### src/texel_decoder_defs.vh
`ifndef TEXEL_DECODER_DEFS_VH
`define TEXEL_DECODER_DEFS_VH

// block kind decode
`define KIND_MIXED_BIT 127
`define KIND_TOP_HI 127
`define KIND_TOP_LO 125
`define KIND_ALPHA_CODE 3'h3

// one-hot block kinds
`define KIND_IS_MIXED 3'h1
`define KIND_IS_ALPHA 3'h2
`define KIND_IS_OTHER 3'h4

// shared flag bit: transparency select (mixed) or interpolation flag (alpha)
`define FLAG_BIT 124

// green lsb sources of the mixed-colour kind
`define MIX_G3_LSB_BIT 126
`define MIX_G1_LSB_BIT 125
`define MIX_G2_XOR_BIT 33
`define MIX_G0_XOR_BIT 1

// low bit of each 15-bit rgb colour field
`define COL3_BASE 7'h6D
`define COL2_BASE 7'h5E
`define COL1_BASE 7'h4F
`define COL0_BASE 7'h40

// channel offsets inside a 15-bit colour field, sized to the bit-position width
`define CH_RED_OFS 7'h0A
`define CH_GREEN_OFS 7'h05
`define CH_BLUE_OFS 7'h00

// low bit of each 5-bit alpha field of the alpha-colour kind
`define ALPHA2_BASE 7'h77
`define ALPHA1_BASE 7'h72
`define ALPHA0_BASE 7'h6D

// texel index: top bit selects the block half
`define HALF_BIT 4

// constant channel values
`define ALPHA_OPAQUE 8'hFF
`define COLOUR_ZERO 32'h00000000

// table-building modes, one-hot
`define TBL_THIRDS 3'h1
`define TBL_HALF 3'h2
`define TBL_DIRECT 3'h4

// selector codes
`define SEL_0 2'h0
`define SEL_1 2'h1
`define SEL_2 2'h2
`define SEL_3 2'h3

`endif
### src/compressed_texel_block_decoder.v
`timescale 1ns/10ps
`default_nettype none
`include "texel_decoder_defs.vh"

// Function
// RL1 - top bit set means mixed-colour kind
// RL2 - mixed: colours 0,1 low half, 2,3 high
// RL3 - texel n selector from bits 2n+1:2n
// RL4 - mixed bit 124 selects transparency variant
// RL5 - flag clear: green lsbs via xor rule
// RL6 - flag clear: green is g5, lsb, g5[4:3]
// RL7 - widen 5 bits by repeating top three
// RL8 - flag clear: thirds table, alpha opaque
// RL9 - flag set: colours 0,2 plain, 1,3 direct lsb
// RL10 - flag set: average table, entry 3 transparent
// RL11 - selector indexes own half table, 32-bit argb
// RL12 - top bits 011 mean alpha-colour kind
// RL13 - alpha kind bit 124 is interpolation flag
// RL14 - alpha kind: three argb colours parsed
// RL15 - alpha kind channels widened by replication
// RL16 - no interpolation: shared table, black entry 3
// RL17 - interpolation: two thirds tables toward colour 1
// RL18 - one request per clock, fixed two-cycle latency
module compressed_texel_block_decoder (
    input wire clk,
    input wire srst,
    input wire req_valid,
    input wire [127:0] req_block,
    input wire [4:0] req_index,
    output reg resp_valid,
    output reg [31:0] resp_colour,
    output reg resp_unsupported
);

    // 5-bit field at any bit position of the block
    function [4:0] field5;
        input [127:0] blk;
        input [6:0] pos;
        begin
            field5 = blk[pos +: 5];
        end
    endfunction

    // high-order replication widening
    function [7:0] expand5;
        input [4:0] v;
        begin
            expand5 = {v, v[4:2]}; // RL7 RL15
        end
    endfunction

    // six-bit green: stored five, recovered lsb, top two repeated
    function [7:0] expand6;
        input [4:0] g;
        input lsb;
        begin
            expand6 = {g, lsb, g[4:3]}; // RL6
        end
    endfunction

    // opaque rgb colour at a field base, green given already widened
    function [31:0] rgb_colour;
        input [127:0] blk;
        input [6:0] base;
        input [7:0] green;
        reg [6:0] rpos;
        reg [6:0] bpos;
        begin
            rpos = base + `CH_RED_OFS;
            bpos = base + `CH_BLUE_OFS;
            rgb_colour = {`ALPHA_OPAQUE, expand5(field5(blk, rpos)), green,
                          expand5(field5(blk, bpos))}; // RL8
        end
    endfunction

    // stored green field of a colour
    function [4:0] green5;
        input [127:0] blk;
        input [6:0] base;
        reg [6:0] gpos;
        begin
            gpos = base + `CH_GREEN_OFS;
            green5 = field5(blk, gpos);
        end
    endfunction

    // argb colour of the alpha kind, all four channels widened
    function [31:0] argb_colour;
        input [127:0] blk;
        input [6:0] base;
        input [6:0] apos;
        reg [6:0] rpos;
        reg [6:0] gpos;
        reg [6:0] bpos;
        begin
            rpos = base + `CH_RED_OFS;
            gpos = base + `CH_GREEN_OFS;
            bpos = base + `CH_BLUE_OFS;
            argb_colour = {expand5(field5(blk, apos)), expand5(field5(blk, rpos)),
                           expand5(field5(blk, gpos)), expand5(field5(blk, bpos))}; // RL14 RL15
        end
    endfunction

    // one-hot kind; the mixed kind wins whatever its two lower mode bits hold
    function [2:0] block_kind;
        input [127:0] blk;
        begin
            if (blk[`KIND_MIXED_BIT]) begin
                block_kind = `KIND_IS_MIXED; // RL1
            end else if (blk[`KIND_TOP_HI:`KIND_TOP_LO] == `KIND_ALPHA_CODE) begin
                block_kind = `KIND_IS_ALPHA; // RL12
            end else begin
                block_kind = `KIND_IS_OTHER;
            end
        end
    endfunction

    // green of colours 0 and 2: plain five bits once transparency is selected
    function [7:0] even_green;
        input transp;
        input [4:0] g;
        input lsb;
        begin
            if (transp) begin
                even_green = expand5(g); // RL9
            end else begin
                even_green = expand6(g, lsb); // RL6
            end
        end
    endfunction

    // shared-table entry of the alpha kind; code 3 is zeroed in the second stage
    function [31:0] direct_pick;
        input [1:0] code;
        input [31:0] c0;
        input [31:0] c1;
        input [31:0] c2;
        begin
            case (code)
                `SEL_0: direct_pick = c0; // RL16
                `SEL_1: direct_pick = c1; // RL16
                default: direct_pick = c2; // RL16
            endcase
        end
    endfunction

    // end colour of the half that the texel lies in
    function [31:0] half_pick;
        input upper;
        input [31:0] low_colour;
        input [31:0] high_colour;
        begin
            if (upper) begin
                half_pick = high_colour; // RL2
            end else begin
                half_pick = low_colour; // RL2
            end
        end
    endfunction

    localparam [6:0] C0_POS = `COL0_BASE;
    localparam [6:0] C1_POS = `COL1_BASE;
    localparam [6:0] C2_POS = `COL2_BASE;
    localparam [6:0] C3_POS = `COL3_BASE;
    localparam [6:0] A0_POS = `ALPHA0_BASE;
    localparam [6:0] A1_POS = `ALPHA1_BASE;
    localparam [6:0] A2_POS = `ALPHA2_BASE;

    // first stage: kind decode, base colours, selector
    wire [2:0] kind;
    wire flag;
    wire upper_half;
    wire [1:0] texel_sel;
    wire [6:0] sel_pos;

    assign kind = block_kind(req_block); // RL1 RL12
    assign flag = req_block[`FLAG_BIT]; // RL4 RL13
    assign upper_half = req_index[`HALF_BIT]; // RL2 RL11
    assign sel_pos = {1'b0, req_index, 1'b0};
    assign texel_sel = req_block[sel_pos +: 2]; // RL3

    // green lsb recovery of the mixed kind
    wire lsb3;
    wire lsb1;
    wire lsb2;
    wire lsb0;
    assign lsb3 = req_block[`MIX_G3_LSB_BIT]; // RL5 RL9
    assign lsb1 = req_block[`MIX_G1_LSB_BIT]; // RL5 RL9
    assign lsb2 = req_block[`MIX_G2_XOR_BIT] ^ req_block[`MIX_G3_LSB_BIT]; // RL5
    assign lsb0 = req_block[`MIX_G0_XOR_BIT] ^ req_block[`MIX_G1_LSB_BIT]; // RL5

    wire [4:0] g0;
    wire [4:0] g1;
    wire [4:0] g2;
    wire [4:0] g3;
    assign g0 = green5(req_block, C0_POS);
    assign g1 = green5(req_block, C1_POS);
    assign g2 = green5(req_block, C2_POS);
    assign g3 = green5(req_block, C3_POS);

    // colours 0 and 2 lose their recovered lsb when transparency is selected
    wire [7:0] mix_g0;
    wire [7:0] mix_g2;
    assign mix_g0 = even_green(flag, g0, lsb0); // RL9 RL6
    assign mix_g2 = even_green(flag, g2, lsb2); // RL9 RL6

    wire [31:0] mix_c0;
    wire [31:0] mix_c1;
    wire [31:0] mix_c2;
    wire [31:0] mix_c3;
    assign mix_c0 = rgb_colour(req_block, C0_POS, mix_g0);
    assign mix_c1 = rgb_colour(req_block, C1_POS, expand6(g1, lsb1)); // RL6 RL9
    assign mix_c2 = rgb_colour(req_block, C2_POS, mix_g2);
    assign mix_c3 = rgb_colour(req_block, C3_POS, expand6(g3, lsb3)); // RL6 RL9

    wire [31:0] alp_c0;
    wire [31:0] alp_c1;
    wire [31:0] alp_c2;
    assign alp_c0 = argb_colour(req_block, C0_POS, A0_POS); // RL14
    assign alp_c1 = argb_colour(req_block, C1_POS, A1_POS); // RL14
    assign alp_c2 = argb_colour(req_block, C2_POS, A2_POS); // RL14

    reg [31:0] end_a_next;
    reg [31:0] end_b_next;
    reg [1:0] sel_next;
    reg [2:0] mode_next;
    reg unsup_next;

    always @* begin
        end_a_next = `COLOUR_ZERO;
        end_b_next = `COLOUR_ZERO;
        sel_next = texel_sel;
        mode_next = `TBL_DIRECT;
        unsup_next = 1'b0;
        case (kind)
            `KIND_IS_MIXED: begin
                // each half has its own pair of end colours
                end_a_next = half_pick(upper_half, mix_c0, mix_c2); // RL2 RL11
                end_b_next = half_pick(upper_half, mix_c1, mix_c3); // RL2 RL11
                mode_next = flag ? `TBL_HALF : `TBL_THIRDS; // RL4 RL8 RL10
            end
            `KIND_IS_ALPHA: begin
                if (flag) begin
                    end_a_next = half_pick(upper_half, alp_c0, alp_c2); // RL17
                    end_b_next = alp_c1; // RL17
                    mode_next = `TBL_THIRDS; // RL17
                end else begin
                    // one shared table; pick the entry here, blend only zeroes code 3
                    end_a_next = direct_pick(texel_sel, alp_c0, alp_c1, alp_c2); // RL16
                    mode_next = `TBL_DIRECT; // RL16
                end
            end
            default: begin
                // high-colour and chroma kinds are not decoded here: answer black
                sel_next = `SEL_3;
                mode_next = `TBL_DIRECT;
                unsup_next = 1'b1;
            end
        endcase
    end

    reg stage_valid_reg;
    reg [31:0] stage_a_reg;
    reg [31:0] stage_b_reg;
    reg [1:0] stage_sel_reg;
    reg [2:0] stage_mode_reg;
    reg stage_unsup_reg;

    // no stall path: the sampler gets one answer per request, two edges later
    always @(posedge clk) begin
        if (srst) begin
            stage_valid_reg <= 1'b0;
            stage_a_reg <= `COLOUR_ZERO;
            stage_b_reg <= `COLOUR_ZERO;
            stage_sel_reg <= `SEL_0;
            stage_mode_reg <= `TBL_DIRECT;
            stage_unsup_reg <= 1'b0;
        end else begin
            stage_valid_reg <= req_valid; // RL18
            stage_a_reg <= end_a_next;
            stage_b_reg <= end_b_next;
            stage_sel_reg <= sel_next;
            stage_mode_reg <= mode_next;
            stage_unsup_reg <= unsup_next;
        end
    end

    // second stage: table entry from the two end colours
    wire [31:0] blended;

    palette_blend u_blend (
        .end_a(stage_a_reg),
        .end_b(stage_b_reg),
        .sel(stage_sel_reg),
        .mode(stage_mode_reg),
        .colour(blended)
    );

    always @(posedge clk) begin
        if (srst) begin
            resp_valid <= 1'b0;
            resp_colour <= `COLOUR_ZERO;
            resp_unsupported <= 1'b0;
        end else begin
            resp_valid <= stage_valid_reg; // RL18
            resp_colour <= blended; // RL11
            resp_unsupported <= stage_unsup_reg;
        end
    end

endmodule // compressed_texel_block_decoder
`default_nettype wire

### src/palette_blend.v
`timescale 1ns/10ps
`default_nettype none
`include "texel_decoder_defs.vh"

module palette_blend (
    input wire [31:0] end_a,
    input wire [31:0] end_b,
    input wire [1:0] sel,
    input wire [2:0] mode,
    output reg [31:0] colour
);

    // rounded thirds step: (2*near + far + 1) / 3 on one channel
    function [7:0] third;
        input [7:0] near;
        input [7:0] far;
        reg [9:0] sum;
        reg [9:0] quo;
        begin
            sum = {1'b0, near, 1'b0} + {2'b00, far} + 10'h001;
            quo = sum / 10'h003;
            third = quo[7:0];
        end
    endfunction

    // truncating average on one channel
    function [7:0] half;
        input [7:0] x;
        input [7:0] y;
        reg [8:0] sum;
        begin
            sum = {1'b0, x} + {1'b0, y};
            half = sum[8:1];
        end
    endfunction

    reg [31:0] thirds_ab;
    reg [31:0] thirds_ba;
    reg [31:0] avg;
    integer ch;

    always @* begin
        thirds_ab = `COLOUR_ZERO;
        thirds_ba = `COLOUR_ZERO;
        avg = `COLOUR_ZERO;
        for (ch = 0; ch < 4; ch = ch + 1) begin
            thirds_ab[ch*8 +: 8] = third(end_a[ch*8 +: 8], end_b[ch*8 +: 8]); // RL8 RL17
            thirds_ba[ch*8 +: 8] = third(end_b[ch*8 +: 8], end_a[ch*8 +: 8]); // RL8 RL17
            avg[ch*8 +: 8] = half(end_a[ch*8 +: 8], end_b[ch*8 +: 8]); // RL10
        end
    end

    always @* begin
        colour = `COLOUR_ZERO;
        case (mode)
            `TBL_THIRDS: begin
                case (sel)
                    `SEL_0: colour = end_a;
                    `SEL_1: colour = thirds_ab;
                    `SEL_2: colour = thirds_ba;
                    default: colour = end_b;
                endcase
            end
            `TBL_HALF: begin
                case (sel)
                    `SEL_0: colour = end_a;
                    `SEL_1: colour = avg;
                    `SEL_2: colour = end_b;
                    default: colour = `COLOUR_ZERO; // RL10
                endcase
            end
            `TBL_DIRECT: begin
                // entry already chosen upstream; code 3 is transparent black
                if (sel == `SEL_3) begin
                    colour = `COLOUR_ZERO; // RL16
                end else begin
                    colour = end_a;
                end
            end
            default: colour = `COLOUR_ZERO;
        endcase
    end

endmodule // palette_blend
`default_nettype wire

### config.mk
export PLATFORM = sky130hd
export DESIGN_NAME = compressed_texel_block_decoder
export DESIGN_NICKNAME = d
export VERILOG_FILES = /design/src/compressed_texel_block_decoder.v /design/src/palette_blend.v
export VERILOG_INCLUDE_DIRS = /design/src /design/src/src
export SDC_FILE = /design/constraint.sdc
export NUM_CORES = 1
export LEC_CHECK = 0
export BUFFER_PORTS_ARGS = -buffer_cell sky130_fd_sc_hd__buf_2
export CORE_UTILIZATION = 25
export CTS_CLUSTER_SIZE = 12
export DETAILED_ROUTE_END_ITERATION = 10
export PLACE_DENSITY_LB_ADDON = 0.1
export SLEW_MARGIN = 20
export SYNTH_ARGS = -nofsm -noshare
export SYNTH_HDL_FRONTEND = slang
export SYNTH_SLANG_ARGS = --single-unit
export TNS_END_PERCENT = 1
### constraint.sdc
create_clock -name clk -period 4.6 [get_ports clk]
set_input_delay 0.23 -clock clk [delete_from_list [all_inputs] [get_ports clk]]
set_output_delay 0.23 -clock clk [all_outputs]
set_load 0.03 [all_outputs]
Word-level counts from Yosys, hierarchy flattened. Index checks and enable logic that the tools add are counted.

Register bits: 105. Input bits: 136. Logic and storage cells: 74. Output and inout port bits: 34.

Add/sub/neg operators: 20. Reduce and logical (&&, ||, !) cells: 3. Bitwise gates (word level): 2. Divide/modulo/power cells: 8. Eq/ne operators: 10. Shift-type cells: 1. Mux-type cells: 21.

Operators with widths (count): case mux 32 bit (3 select lines) (3); case mux 32 bit (2 select lines) (3); two-way mux 32 bit (4); variable part select 128 x 7 -> 2 bit (1); adder 10 x 1 -> 10 bit, second input constant (8); adder 9 x 8 -> 10 bit (8); divider 10 x 2 -> 10 bit, second input constant (8); two-way mux 24 bit (2); adder 8 x 8 -> 9 bit (4); two-way mux 3 bit (5); equality test 3 x 2 -> 1 bit, second input constant (3); equality test 3 x 1 -> 1 bit, second input constant (2); case mux 3 bit (2 select lines) (1); equality test 2 x 1 -> 1 bit, second input constant (2); equality test 2 bit, second input constant (2); logical NOT 2 bit (2); two-way mux 2 bit (2); equality test 3 bit, second input constant (1); OR reduction 2 bit (1); XOR 1 bit (2); two-way mux 1 bit (1).

Longest topological paths before layout. Gate-level depths: netlist of the first run.

Word-level depth: 6. Gate-level depth with buffers: 26. Gate-level depth less buffers: 21.

Modules after synthesis. Synthesis of the first run repeated with hierarchy kept, for this count alone.

Cell total of the unflattened synthesis: 1928. Area total of the unflattened synthesis: 14121.0 um2.

By module, submodules not included: palette_blend (cells an instance 1516, times used 1, sequential area each 0.0 um2, area each 10017.1 um2); compressed_texel_block_decoder (cells an instance 412, times used 1, sequential area each 1741.7 um2, area each 4103.9 um2).

Worst setup path after synthesis of the first run. OpenSTA, ideal clock, no wires.

Path type: register to register. Start point: reg stage_a_reg[30]. End point: reg resp_colour[24]. Data arrival time: 4.524 ns. Slack: -0.045 ns. Cell stages (with the launch flop): 23. Library setup time: 0.122 ns. Path buffers: 2. Period minus slack after synthesis: 4.645 ns. Data required time: 4.478 ns. Path through: dfxtp_1 > ha_1 > buf_2 > a211oi_2 > nor4_1 > or3_1 > a21oi_1 > nor3_2 > a21boi_1 > a2bb2oi_1 > buf_2 > o32ai_1 > mux2i_1 > nand2_1 > inv_1 > ha_1 > a311oi_1 > o311a_1 > a21oi_1 > nor2_1 > o32ai_1 > and3_1 > o311a_1.

Longest elaborated chain between the ends: 5. Elaborated cells on any way between the ends: 8. Classes of those cells: 4 x add/sub; 2 x div; 2 x mux.

Ends and longest elaborated chain: start: declaration (line compressed_texel_block_decoder.v:263) `reg [31:0] stage_a_reg;`; start signal: assignment (line compressed_texel_block_decoder.v:273) `` stage_a_reg <= `COLOUR_ZERO; ``; start signal: assignment (line compressed_texel_block_decoder.v:280) `stage_a_reg <= end_a_next;`; adder 9 x 8 -> 10 bit (line palette_blend.v:20) `sum = {1'b0, near, 1'b0} + {2'b00, far} + 10'h001;`; adder 10 x 1 -> 10 bit (line palette_blend.v:20); divider 10 x 2 -> 10 bit (line palette_blend.v:21) `quo = sum / 10'h003;`; case mux 32 bit (3 select lines) * (line palette_blend.v:57) `case (sel)`; case mux 32 bit (3 select lines) * (line palette_blend.v:55) `case (mode)`; end signal: assignment (line compressed_texel_block_decoder.v:302) `` resp_colour <= `COLOUR_ZERO; ``; end signal: assignment (line compressed_texel_block_decoder.v:306) `resp_colour <= blended;`; end: declaration (line compressed_texel_block_decoder.v:31) `output reg [31:0] resp_colour,`.

Mark *: on every way between the ends. The rest lies on a longest branch, timed or not. A chain may end at the register's enable or synchronous reset.

Final worst setup path of the first run.
Start point: reg stage_a_reg[29]. End point: reg resp_colour[24].

The elaborated chain is that of the path after synthesis.

==> results of run 1 <==
power by group through the flow:
stage / Clock, mW / Combinational, mW / Sequential, mW
3_3_place_gp: 0 / 2.93 / 0.839
4_1_cts: 0.841 / 3.00 / 0.822
5_1_grt: 0.869 / 3.46 / 0.829
6_report: 0.815 / 3.19 / 0.824
3_5_place_dp: 0 / 2.91 / 0.840
2_1_floorplan: 0 / 1.70 / 0.857
worst max-delay path, delay by kind of cell (launching register included):
kind,cells,cell delay (ns)
AND/OR/NAND/NOR,7,1.10
AO/OA/AOI/OAI,10,2.23
flip-flops,1,0.36
adder cells (fa/ha/maj),2,0.61
buffers and inverters,2,0.16
Yosys cell counts (9+ instances only):
library cell               instances
sky130_fd_sc_hd__nor2_1          191
sky130_fd_sc_hd__nand2_1         137
sky130_fd_sc_hd__o21ai_0         132
sky130_fd_sc_hd__a21oi_1         120
sky130_fd_sc_hd__dfxtp_1          87
sky130_fd_sc_hd__clkbuf_1         76
sky130_fd_sc_hd__ha_1             74
sky130_fd_sc_hd__nand3_1          49
sky130_fd_sc_hd__inv_1            47
sky130_fd_sc_hd__a21o_1           43
sky130_fd_sc_hd__a211oi_1         41
sky130_fd_sc_hd__nor3_1           40
sky130_fd_sc_hd__mux2i_1          39
sky130_fd_sc_hd__a22oi_1          38
sky130_fd_sc_hd__o211ai_1         33
sky130_fd_sc_hd__buf_2            31
sky130_fd_sc_hd__xnor2_1          31
sky130_fd_sc_hd__mux2_2           30
sky130_fd_sc_hd__o21a_1           30
sky130_fd_sc_hd__o22ai_1          30
sky130_fd_sc_hd__a31oi_1          27
sky130_fd_sc_hd__nor2b_1          26
sky130_fd_sc_hd__nor4_1           23
sky130_fd_sc_hd__nand2b_1         21
sky130_fd_sc_hd__mux4_2           20
sky130_fd_sc_hd__and3_1           19
sky130_fd_sc_hd__xor2_1           19
sky130_fd_sc_hd__o21ai_1          18
sky130_fd_sc_hd__nand4_1          17
sky130_fd_sc_hd__or3_1            16
sky130_fd_sc_hd__a221oi_1         14
sky130_fd_sc_hd__o31ai_1          14
sky130_fd_sc_hd__a222oi_1         13
sky130_fd_sc_hd__nor3b_1          13
sky130_fd_sc_hd__a32oi_1          12
sky130_fd_sc_hd__fa_1             12
sky130_fd_sc_hd__a211o_1          11
sky130_fd_sc_hd__o21bai_1         10
sky130_fd_sc_hd__o221ai_1         10
sky130_fd_sc_hd__and2_1            9
sky130_fd_sc_hd__buf_6             9
sky130_fd_sc_hd__o32ai_1           9
sky130_fd_sc_hd__or2_2             9
final timing paths:
| check | depth (start not counted) | slack [ns] | startpoint | end |
|---|---|---|---|---|
| hold / removal | 2 | 0.05 | req_valid | stage_valid_reg |
| setup / recovery | 21 | -0.01 | stage_a_reg[29] | resp_colour[24] |
| hold reg to reg | 1 | 0.45 | stage_valid_reg | resp_valid |
| setup reg to reg | 21 | -0.01 | stage_a_reg[29] | resp_colour[24] |
kinds of logic after synthesis:
family / count (synthesis) / synth area share
buffers and inverters: 176 / 0.0576
XOR/XNOR: 52 / 0.0346
multiplexers: 93 / 0.0921
adder cells (fa/ha/maj): 86 / 0.0859
AO/OA/AOI/OAI: 719 / 0.375
flip-flops: 87 / 0.128
AND/OR/NAND/NOR: 618 / 0.227
metal layers:
metal | global-route usage | vias up | wire length, µm
met1 | 0.297 | 7944 | 29200
met5 | 0 | - | 0
li1 | - | 8006 | -
met4 | 0.0474 | 0 | 844
met2 | 0.358 | 483 | 29000
met3 | 0.0255 | 43 | 2810
stage by stage:
| step | setup WS [ns] | utilization | power [mW] |
|---|---|---|---|
| 6_report | -0.0111 | 0.352 | 4.83 |
| 5_1_grt | -0.220 | 0.352 | 5.16 |
| 4_1_cts | -0.0286 | 0.338 | 4.66 |
| 3_5_place_dp | -0.414 | 0.327 | 3.75 |
| 3_3_place_gp | -0.430 | 0.327 | 3.77 |
| 2_1_floorplan | 0.0588 | - | 2.56 |
area by class of cell:
type,instances,area share
antenna,1,0.000132
clock inverter,7,0.00423
tap,696,0.0460
multi-input combinational,1570,0.625
sequential,87,0.0935
clock buffer,9,0.0119
inverter,50,0.0103
timing repair buffer,572,0.209
repair_timing:
item	4_1_cts	5_1_grt
pin swaps	17	47
resized for setup	51	141
endpoints found under the setup margin	5	9
setup buffers	9	21
gates cloned	1	1
==> flow_metrics.py, run 1 <==
metrics = {
    "global_route": {
        "number_of_antenna_violations_at_the_first_check_in_global_routing": 0,
        "grt_start_max_net_pins": 44,
        "grt_pass1_wl_um": 94000,
        "track_usage": 0.216,
        "global_route.overflow_total": 0,
        "grt_pass1_vias": 15983,
    },
    "yosys": {
        "cell_accounting_for_the_most_synthesized_area": "sky130_fd_sc_hd__dfxtp_1",
        "syn-mean-instance-area_um2": 7.42,
        "seq_area_frac_synth": 0.128,
        "postSynth.topFlopCell": "sky130_fd_sc_hd__dfxtp_1",
        "syn_inst": 1831,
        "netlist_area_mm2": 0.0136,
        "yosys_warnings": 0,
        "number_of_flops_mapped_to_enable_cells_by_yosys": 0,
        "postSynthRegisterBits": 87,
        "ys_top_cells_by_area": "sky130_fd_sc_hd__dfxtp_1, sky130_fd_sc_hd__ha_1, sky130_fd_sc_hd__nor2_1",
        "yosysTopAreaCellShare": 0.128,
        "postSynthNetCount": 2053,
        "asyncSetResetFlopFracSynth": 0,
        "number_of_different_library_cells_in_the_post_synthesis_netlist": 114,
    },
    "finish": {
        "storage_element_area_mm2": 0.00177,
        "share_of_final_layout_standard_cells_stronger_than_drive_strength_1": 0.369,
        "stdcell_count": 2992,
        "nNetsFinal": 2512,
        "max_reg_flops": 32,
        "fill_cells": 5663,
        "mostFrequentLayoutCell": "sky130_fd_sc_hd__buf_4",
        "areaGrowthSynthToFinish_pct": 39.3,
        "area_of_combinational_cells_with_multiple_inputs_mm2": 0.0118,
        "layout.cells.most_common_list": "sky130_fd_sc_hd__buf_4, sky130_fd_sc_hd__nor2_1, sky130_fd_sc_hd__buf_2",
        "layout.cell_area.non_filler_mm2": 0.0189,
    },
    "routing": {
        "dr.first_iter.drc_count": 1184,
        "detail_route.wl_per_cell_um": 20.7,
        "drc": 0,
        "route.final.wire_length_um": 61800,
        "antenna_left": 0,
        "routed_via_density": 5.51,
        "detail_route.first_pass.iterations": 7,
        "vias": 16476,
    },
    "power": {
        "p_seq_frac": 0.171,
        "worst_ir_drop_vdd_v": 0.000182,
        "switching_share": 0.452,
        "total_switching_power_mw": 2.18,
        "share_clk_of_total_power": 0.169,
        "cellPowerDensity_mw_per_mm2": 256,
        "p_int_mw": 2.65,
        "power.leakage_nw": 8.12,
        "pwr-share-comb": 0.661,
    },
    "clocking": {
        "cts.clk_slew.worst_paths_ns": 0.08,
        "tritoncts.num_buffers": 9,
        "cts_num_sinks": 87,
        "clockBufferDepth": 2,
        "holdBufCountCts": 0,
        "clock_insertion_delay_worst_skew_ns": 0.39,
        "cts_tree": "yes",
        "cts-htree-levels": 3,
        "root_buffer": "sky130_fd_sc_hd__clkbuf_16",
    },
    "placement": {
        "gp_congestion": 0.879,
        "post-place-cells": 2944,
        "place_area_mm2": 0.0176,
        "io_port_bufs": 169,
        "detailed_place_hpwl_um": 49500,
    },
    "die": {
        "coreArea_mm2": 0.0537,
        "io-pin-count": 170,
        "die_area_mm2": 0.0552,
        "die-height_um": 235,
        "placementRows": 85,
        "initial_core_util": 0.253,
        "chipWidth_um": 235,
    },
    "sta": {
        "finalHoldViolCount": 0,
        "hold-worst-slack_ns": 0.0534,
        "report.final.setup_viol": 1,
        "totalNegativeSetupSlack_ns": -0.0111,
        "final.period_utilization": 1.00,
        "final_max_slew_viol_count": 0,
        "fin_crit_ns": 4.61,
        "tightestPinTransition_ns": 1.06,
        "grt_setup_unrepaired": "yes",
        "max_clock_freq_ghz": 0.217,
        "timing.max_slew.rel_slack": 0.291,
        "finalClockSkew_ns": 0.0112,
        "final_critical_path_setup_slack_ns": -0.0111,
    },
    "setup_path": {
        "critical-path-max-stage-delay_ns": 0.43,
        "cp-end-kind": "flip-flop",
        "cp.required_ns": 4.87,
        "worstPathMaxFanout": 6,
        "worstPathCellList": "fa_2 > a211oi_4 > nor4_2 > or3_4 > a21oi_4 > or2_4 > buf_4 > nand2_1 > o211a_1 > o32a_1 > a2bb2oi_2 > nand2_1 > inv_1 > ha_2 > a311oi_2 > o311a_1 > a21oi_1 > nor2_1 > o32ai_1 > and3_1 > o311a_1",
        "worstSetupStartpointType": "flip-flop",
        "timing.critical_path.arrival_ns": 4.89,
        "criticalPathCategory": "reg -> reg",
        "slowest_stage": "sky130_fd_sc_hd__fa_2",
    },
    "outcome": {
        "status": "finished with violations",
        "violations": "setup timing",
    },
    "job": {
        "max_cap_violations": 0,
    },
    "worst_hold_path": {
        "hold_path.class": "in -> reg",
    },
}
No activity file was read; power rests on OpenSTA's default activity.
==> run 2: changes to the inputs <==
--- a/config.mk
+++ b/config.mk
@@ -7,7 +7,8 @@
 export NUM_CORES = 1
 export LEC_CHECK = 0
 export BUFFER_PORTS_ARGS = -buffer_cell sky130_fd_sc_hd__buf_2
-export CORE_UTILIZATION = 25
+export CORE_ASPECT_RATIO = 1.2
+export CORE_UTILIZATION = 24
 export CTS_CLUSTER_SIZE = 12
 export DETAILED_ROUTE_END_ITERATION = 10
 export PLACE_DENSITY_LB_ADDON = 0.1
==> flow_metrics.py, run 2 (synthesis gave the netlist of run 1 again) <==
metrics = {
    "outcome": {
        "status": "finished clean",
    },
    "setup_path": {
        "cp.buffers_inverters": 3,
        "worstPathMaxFanout": 6,
        "timing.critical_path.arrival_ns": 4.84,
        "slowest_stage": "sky130_fd_sc_hd__fa_1",
        "cp.required_ns": 4.88,
        "cp-end-kind": "flip-flop",
        "critical-path-max-stage-delay_ns": 0.46,
        "criticalPathCategory": "reg -> reg",
        "worstPathCellList": "inv_1 > fa_1 > nand2b_4 > a211oi_4 > o21ai_4 > mux2_4 > nor4_2 > a211oi_2 > buf_4 > o22ai_2 > nor2b_1 > o32a_1 > o22a_1 > ha_1 > and4b_1 > mux2i_1 > mux2i_1 > o22ai_1 > buf_4",
        "worstSetupStartpointType": "flip-flop",
        "cp_top_delay_family": "compound AO/OA/AOI/OAI gates",
    },
    "finish": {
        "mostFrequentLayoutCell": "sky130_fd_sc_hd__buf_4",
        "fill_cells": 5970,
        "share_of_final_layout_standard_cells_stronger_than_drive_strength_1": 0.367,
        "layout.cells.most_common_list": "sky130_fd_sc_hd__buf_4, sky130_fd_sc_hd__nor2_1, sky130_fd_sc_hd__buf_2",
        "areaGrowthSynthToFinish_pct": 39.0,
        "nNetsFinal": 2496,
        "max_reg_flops": 32,
        "post-route-util": 0.337,
        "stdcell_count": 3005,
        "antenna_fix_cells": 0,
    },
    "clocking": {
        "cts.clk_slew.worst_paths_ns": 0.07,
        "root_buffer": "sky130_fd_sc_hd__clkbuf_16",
        "clockBufferDepth": 2,
        "holdBufCountCts": 0,
        "cts_tree": "yes",
        "cts-htree-levels": 3,
        "cts_num_sinks": 87,
        "tritoncts.num_buffers": 9,
        "clock_insertion_delay_worst_skew_ns": 0.39,
    },
    "sta": {
        "grt_setup_unrepaired": "yes",
        "tightestPinTransition_ns": 1.07,
        "report.final.setup_viol": 0,
        "fin_crit_ns": 4.56,
        "finalClockSkew_ns": 0.0136,
        "final.period_utilization": 0.992,
        "final_max_slew_viol_count": 0,
        "max_clock_freq_ghz": 0.219,
        "finalHoldViolCount": 0,
        "totalNegativeSetupSlack_ns": 0,
        "timing.max_slew.rel_slack": 0.285,
    },
    "routing": {
        "dr.first_iter.drc_count": 1060,
        "drc": 0,
        "detail_route.first_pass.iterations": 8,
        "route.final.wire_length_um": 62100,
        "vias": 16476,
        "routed_via_density": 5.48,
        "detail_route.wl_per_cell_um": 20.7,
        "antenna_left": 0,
    },
    "global_route": {
        "grt_pass1_vias": 16244,
        "grt_start_max_net_pins": 43,
        "grt_pass1_wl_um": 93800,
        "number_of_antenna_violations_at_the_first_check_in_global_routing": 2,
        "global_route.overflow_total": 0,
        "track_usage": 0.209,
    },
    "placement": {
        "gp_congestion": 0.855,
        "io_port_bufs": 169,
        "post-place-cells": 2947,
        "detailed_place_hpwl_um": 49000,
    },
    "die": {
        "die-height_um": 263,
        "placementRows": 95,
        "chipWidth_um": 219,
        "io-pin-count": 170,
        "initial_core_util": 0.243,
        "coreArea_mm2": 0.0560,
        "die_area_mm2": 0.0575,
    },
    "power": {
        "worst_ir_drop_vdd_v": 0.000141,
        "cellPowerDensity_mw_per_mm2": 254,
        "power.leakage_nw": 8.06,
    },
    "worst_hold_path": {
        "hold_path.class": "in -> reg",
    },
    "job": {
        "max_cap_violations": 0,
    },
}
-- run 2: changes by cell type in the layout (fill, tap and decap cells not counted), sizes merged --
cell      delta
clkbuf       +4
inv          -2
clkinvlp     -1
diode        -1
bufinv       -1
buf         -17
-- run 2: area by class of cell --
class	instances	area [µm²]	share of cell area
clock buffers	12	267	0.0141
flip-flops and latches	87	1770	0.0940
repair buffers	556	3830	0.203
well taps	727	910	0.0482
clock inverters	3	17.5	0.000928
multi-input cells	1570	11900	0.630
inverters	50	189	0.0100
-- run 2: layer usage --
metal	track usage	vias up	routed length (µm)
met4	0.0709	0	1920
met3	0.0235	78	2640
li1	-	7966	-
met2	0.364	524	30500
met5	0	-	0
met1	0.265	7908	27000
-- run 2: path summary, 6_finish.rpt --
check,startpoint,to,slack [ns],cells after the start
min reg2reg,stage_unsup_reg,resp_unsupported,0.45,1
max reg2reg,stage_a_reg[6],resp_colour[0],0.04,19
min,req_valid,stage_valid_reg,0.08,2
max,stage_a_reg[6],resp_colour[0],0.04,19
-- run 2: report_power, final --
part	leakage [nW]	internal [mW]	switching, mW	total [mW]
combinational	7.20	1.45	1.76	3.21
sequential	0.719	0.789	0.0417	0.830
clock	0.140	0.406	0.358	0.764
-- run 2: timing repair --
action | 4_1_cts | 5_1_grt
pin swaps | 31 | 66
buffers inserted | 24 | 17
gates resized for setup | 63 | 140
gates cloned | 1 | 2
endpoints found under the setup margin | 6 | 7
-- run 2: per-stage QoR --
stage	setup WS, ns	hold WS, ns	area [µm²]	power, mW
6_report	0.0374	0.0778	18900	4.80
5_1_grt	-0.151	0.0912	18900	5.12
4_1_cts	-0.00504	0.0571	18100	4.62
3_5_place_dp	-0.353	0.448	17400	3.72
3_3_place_gp	-0.320	0.431	17400	3.73
2_1_floorplan	0.0588	0.346	13600	2.56
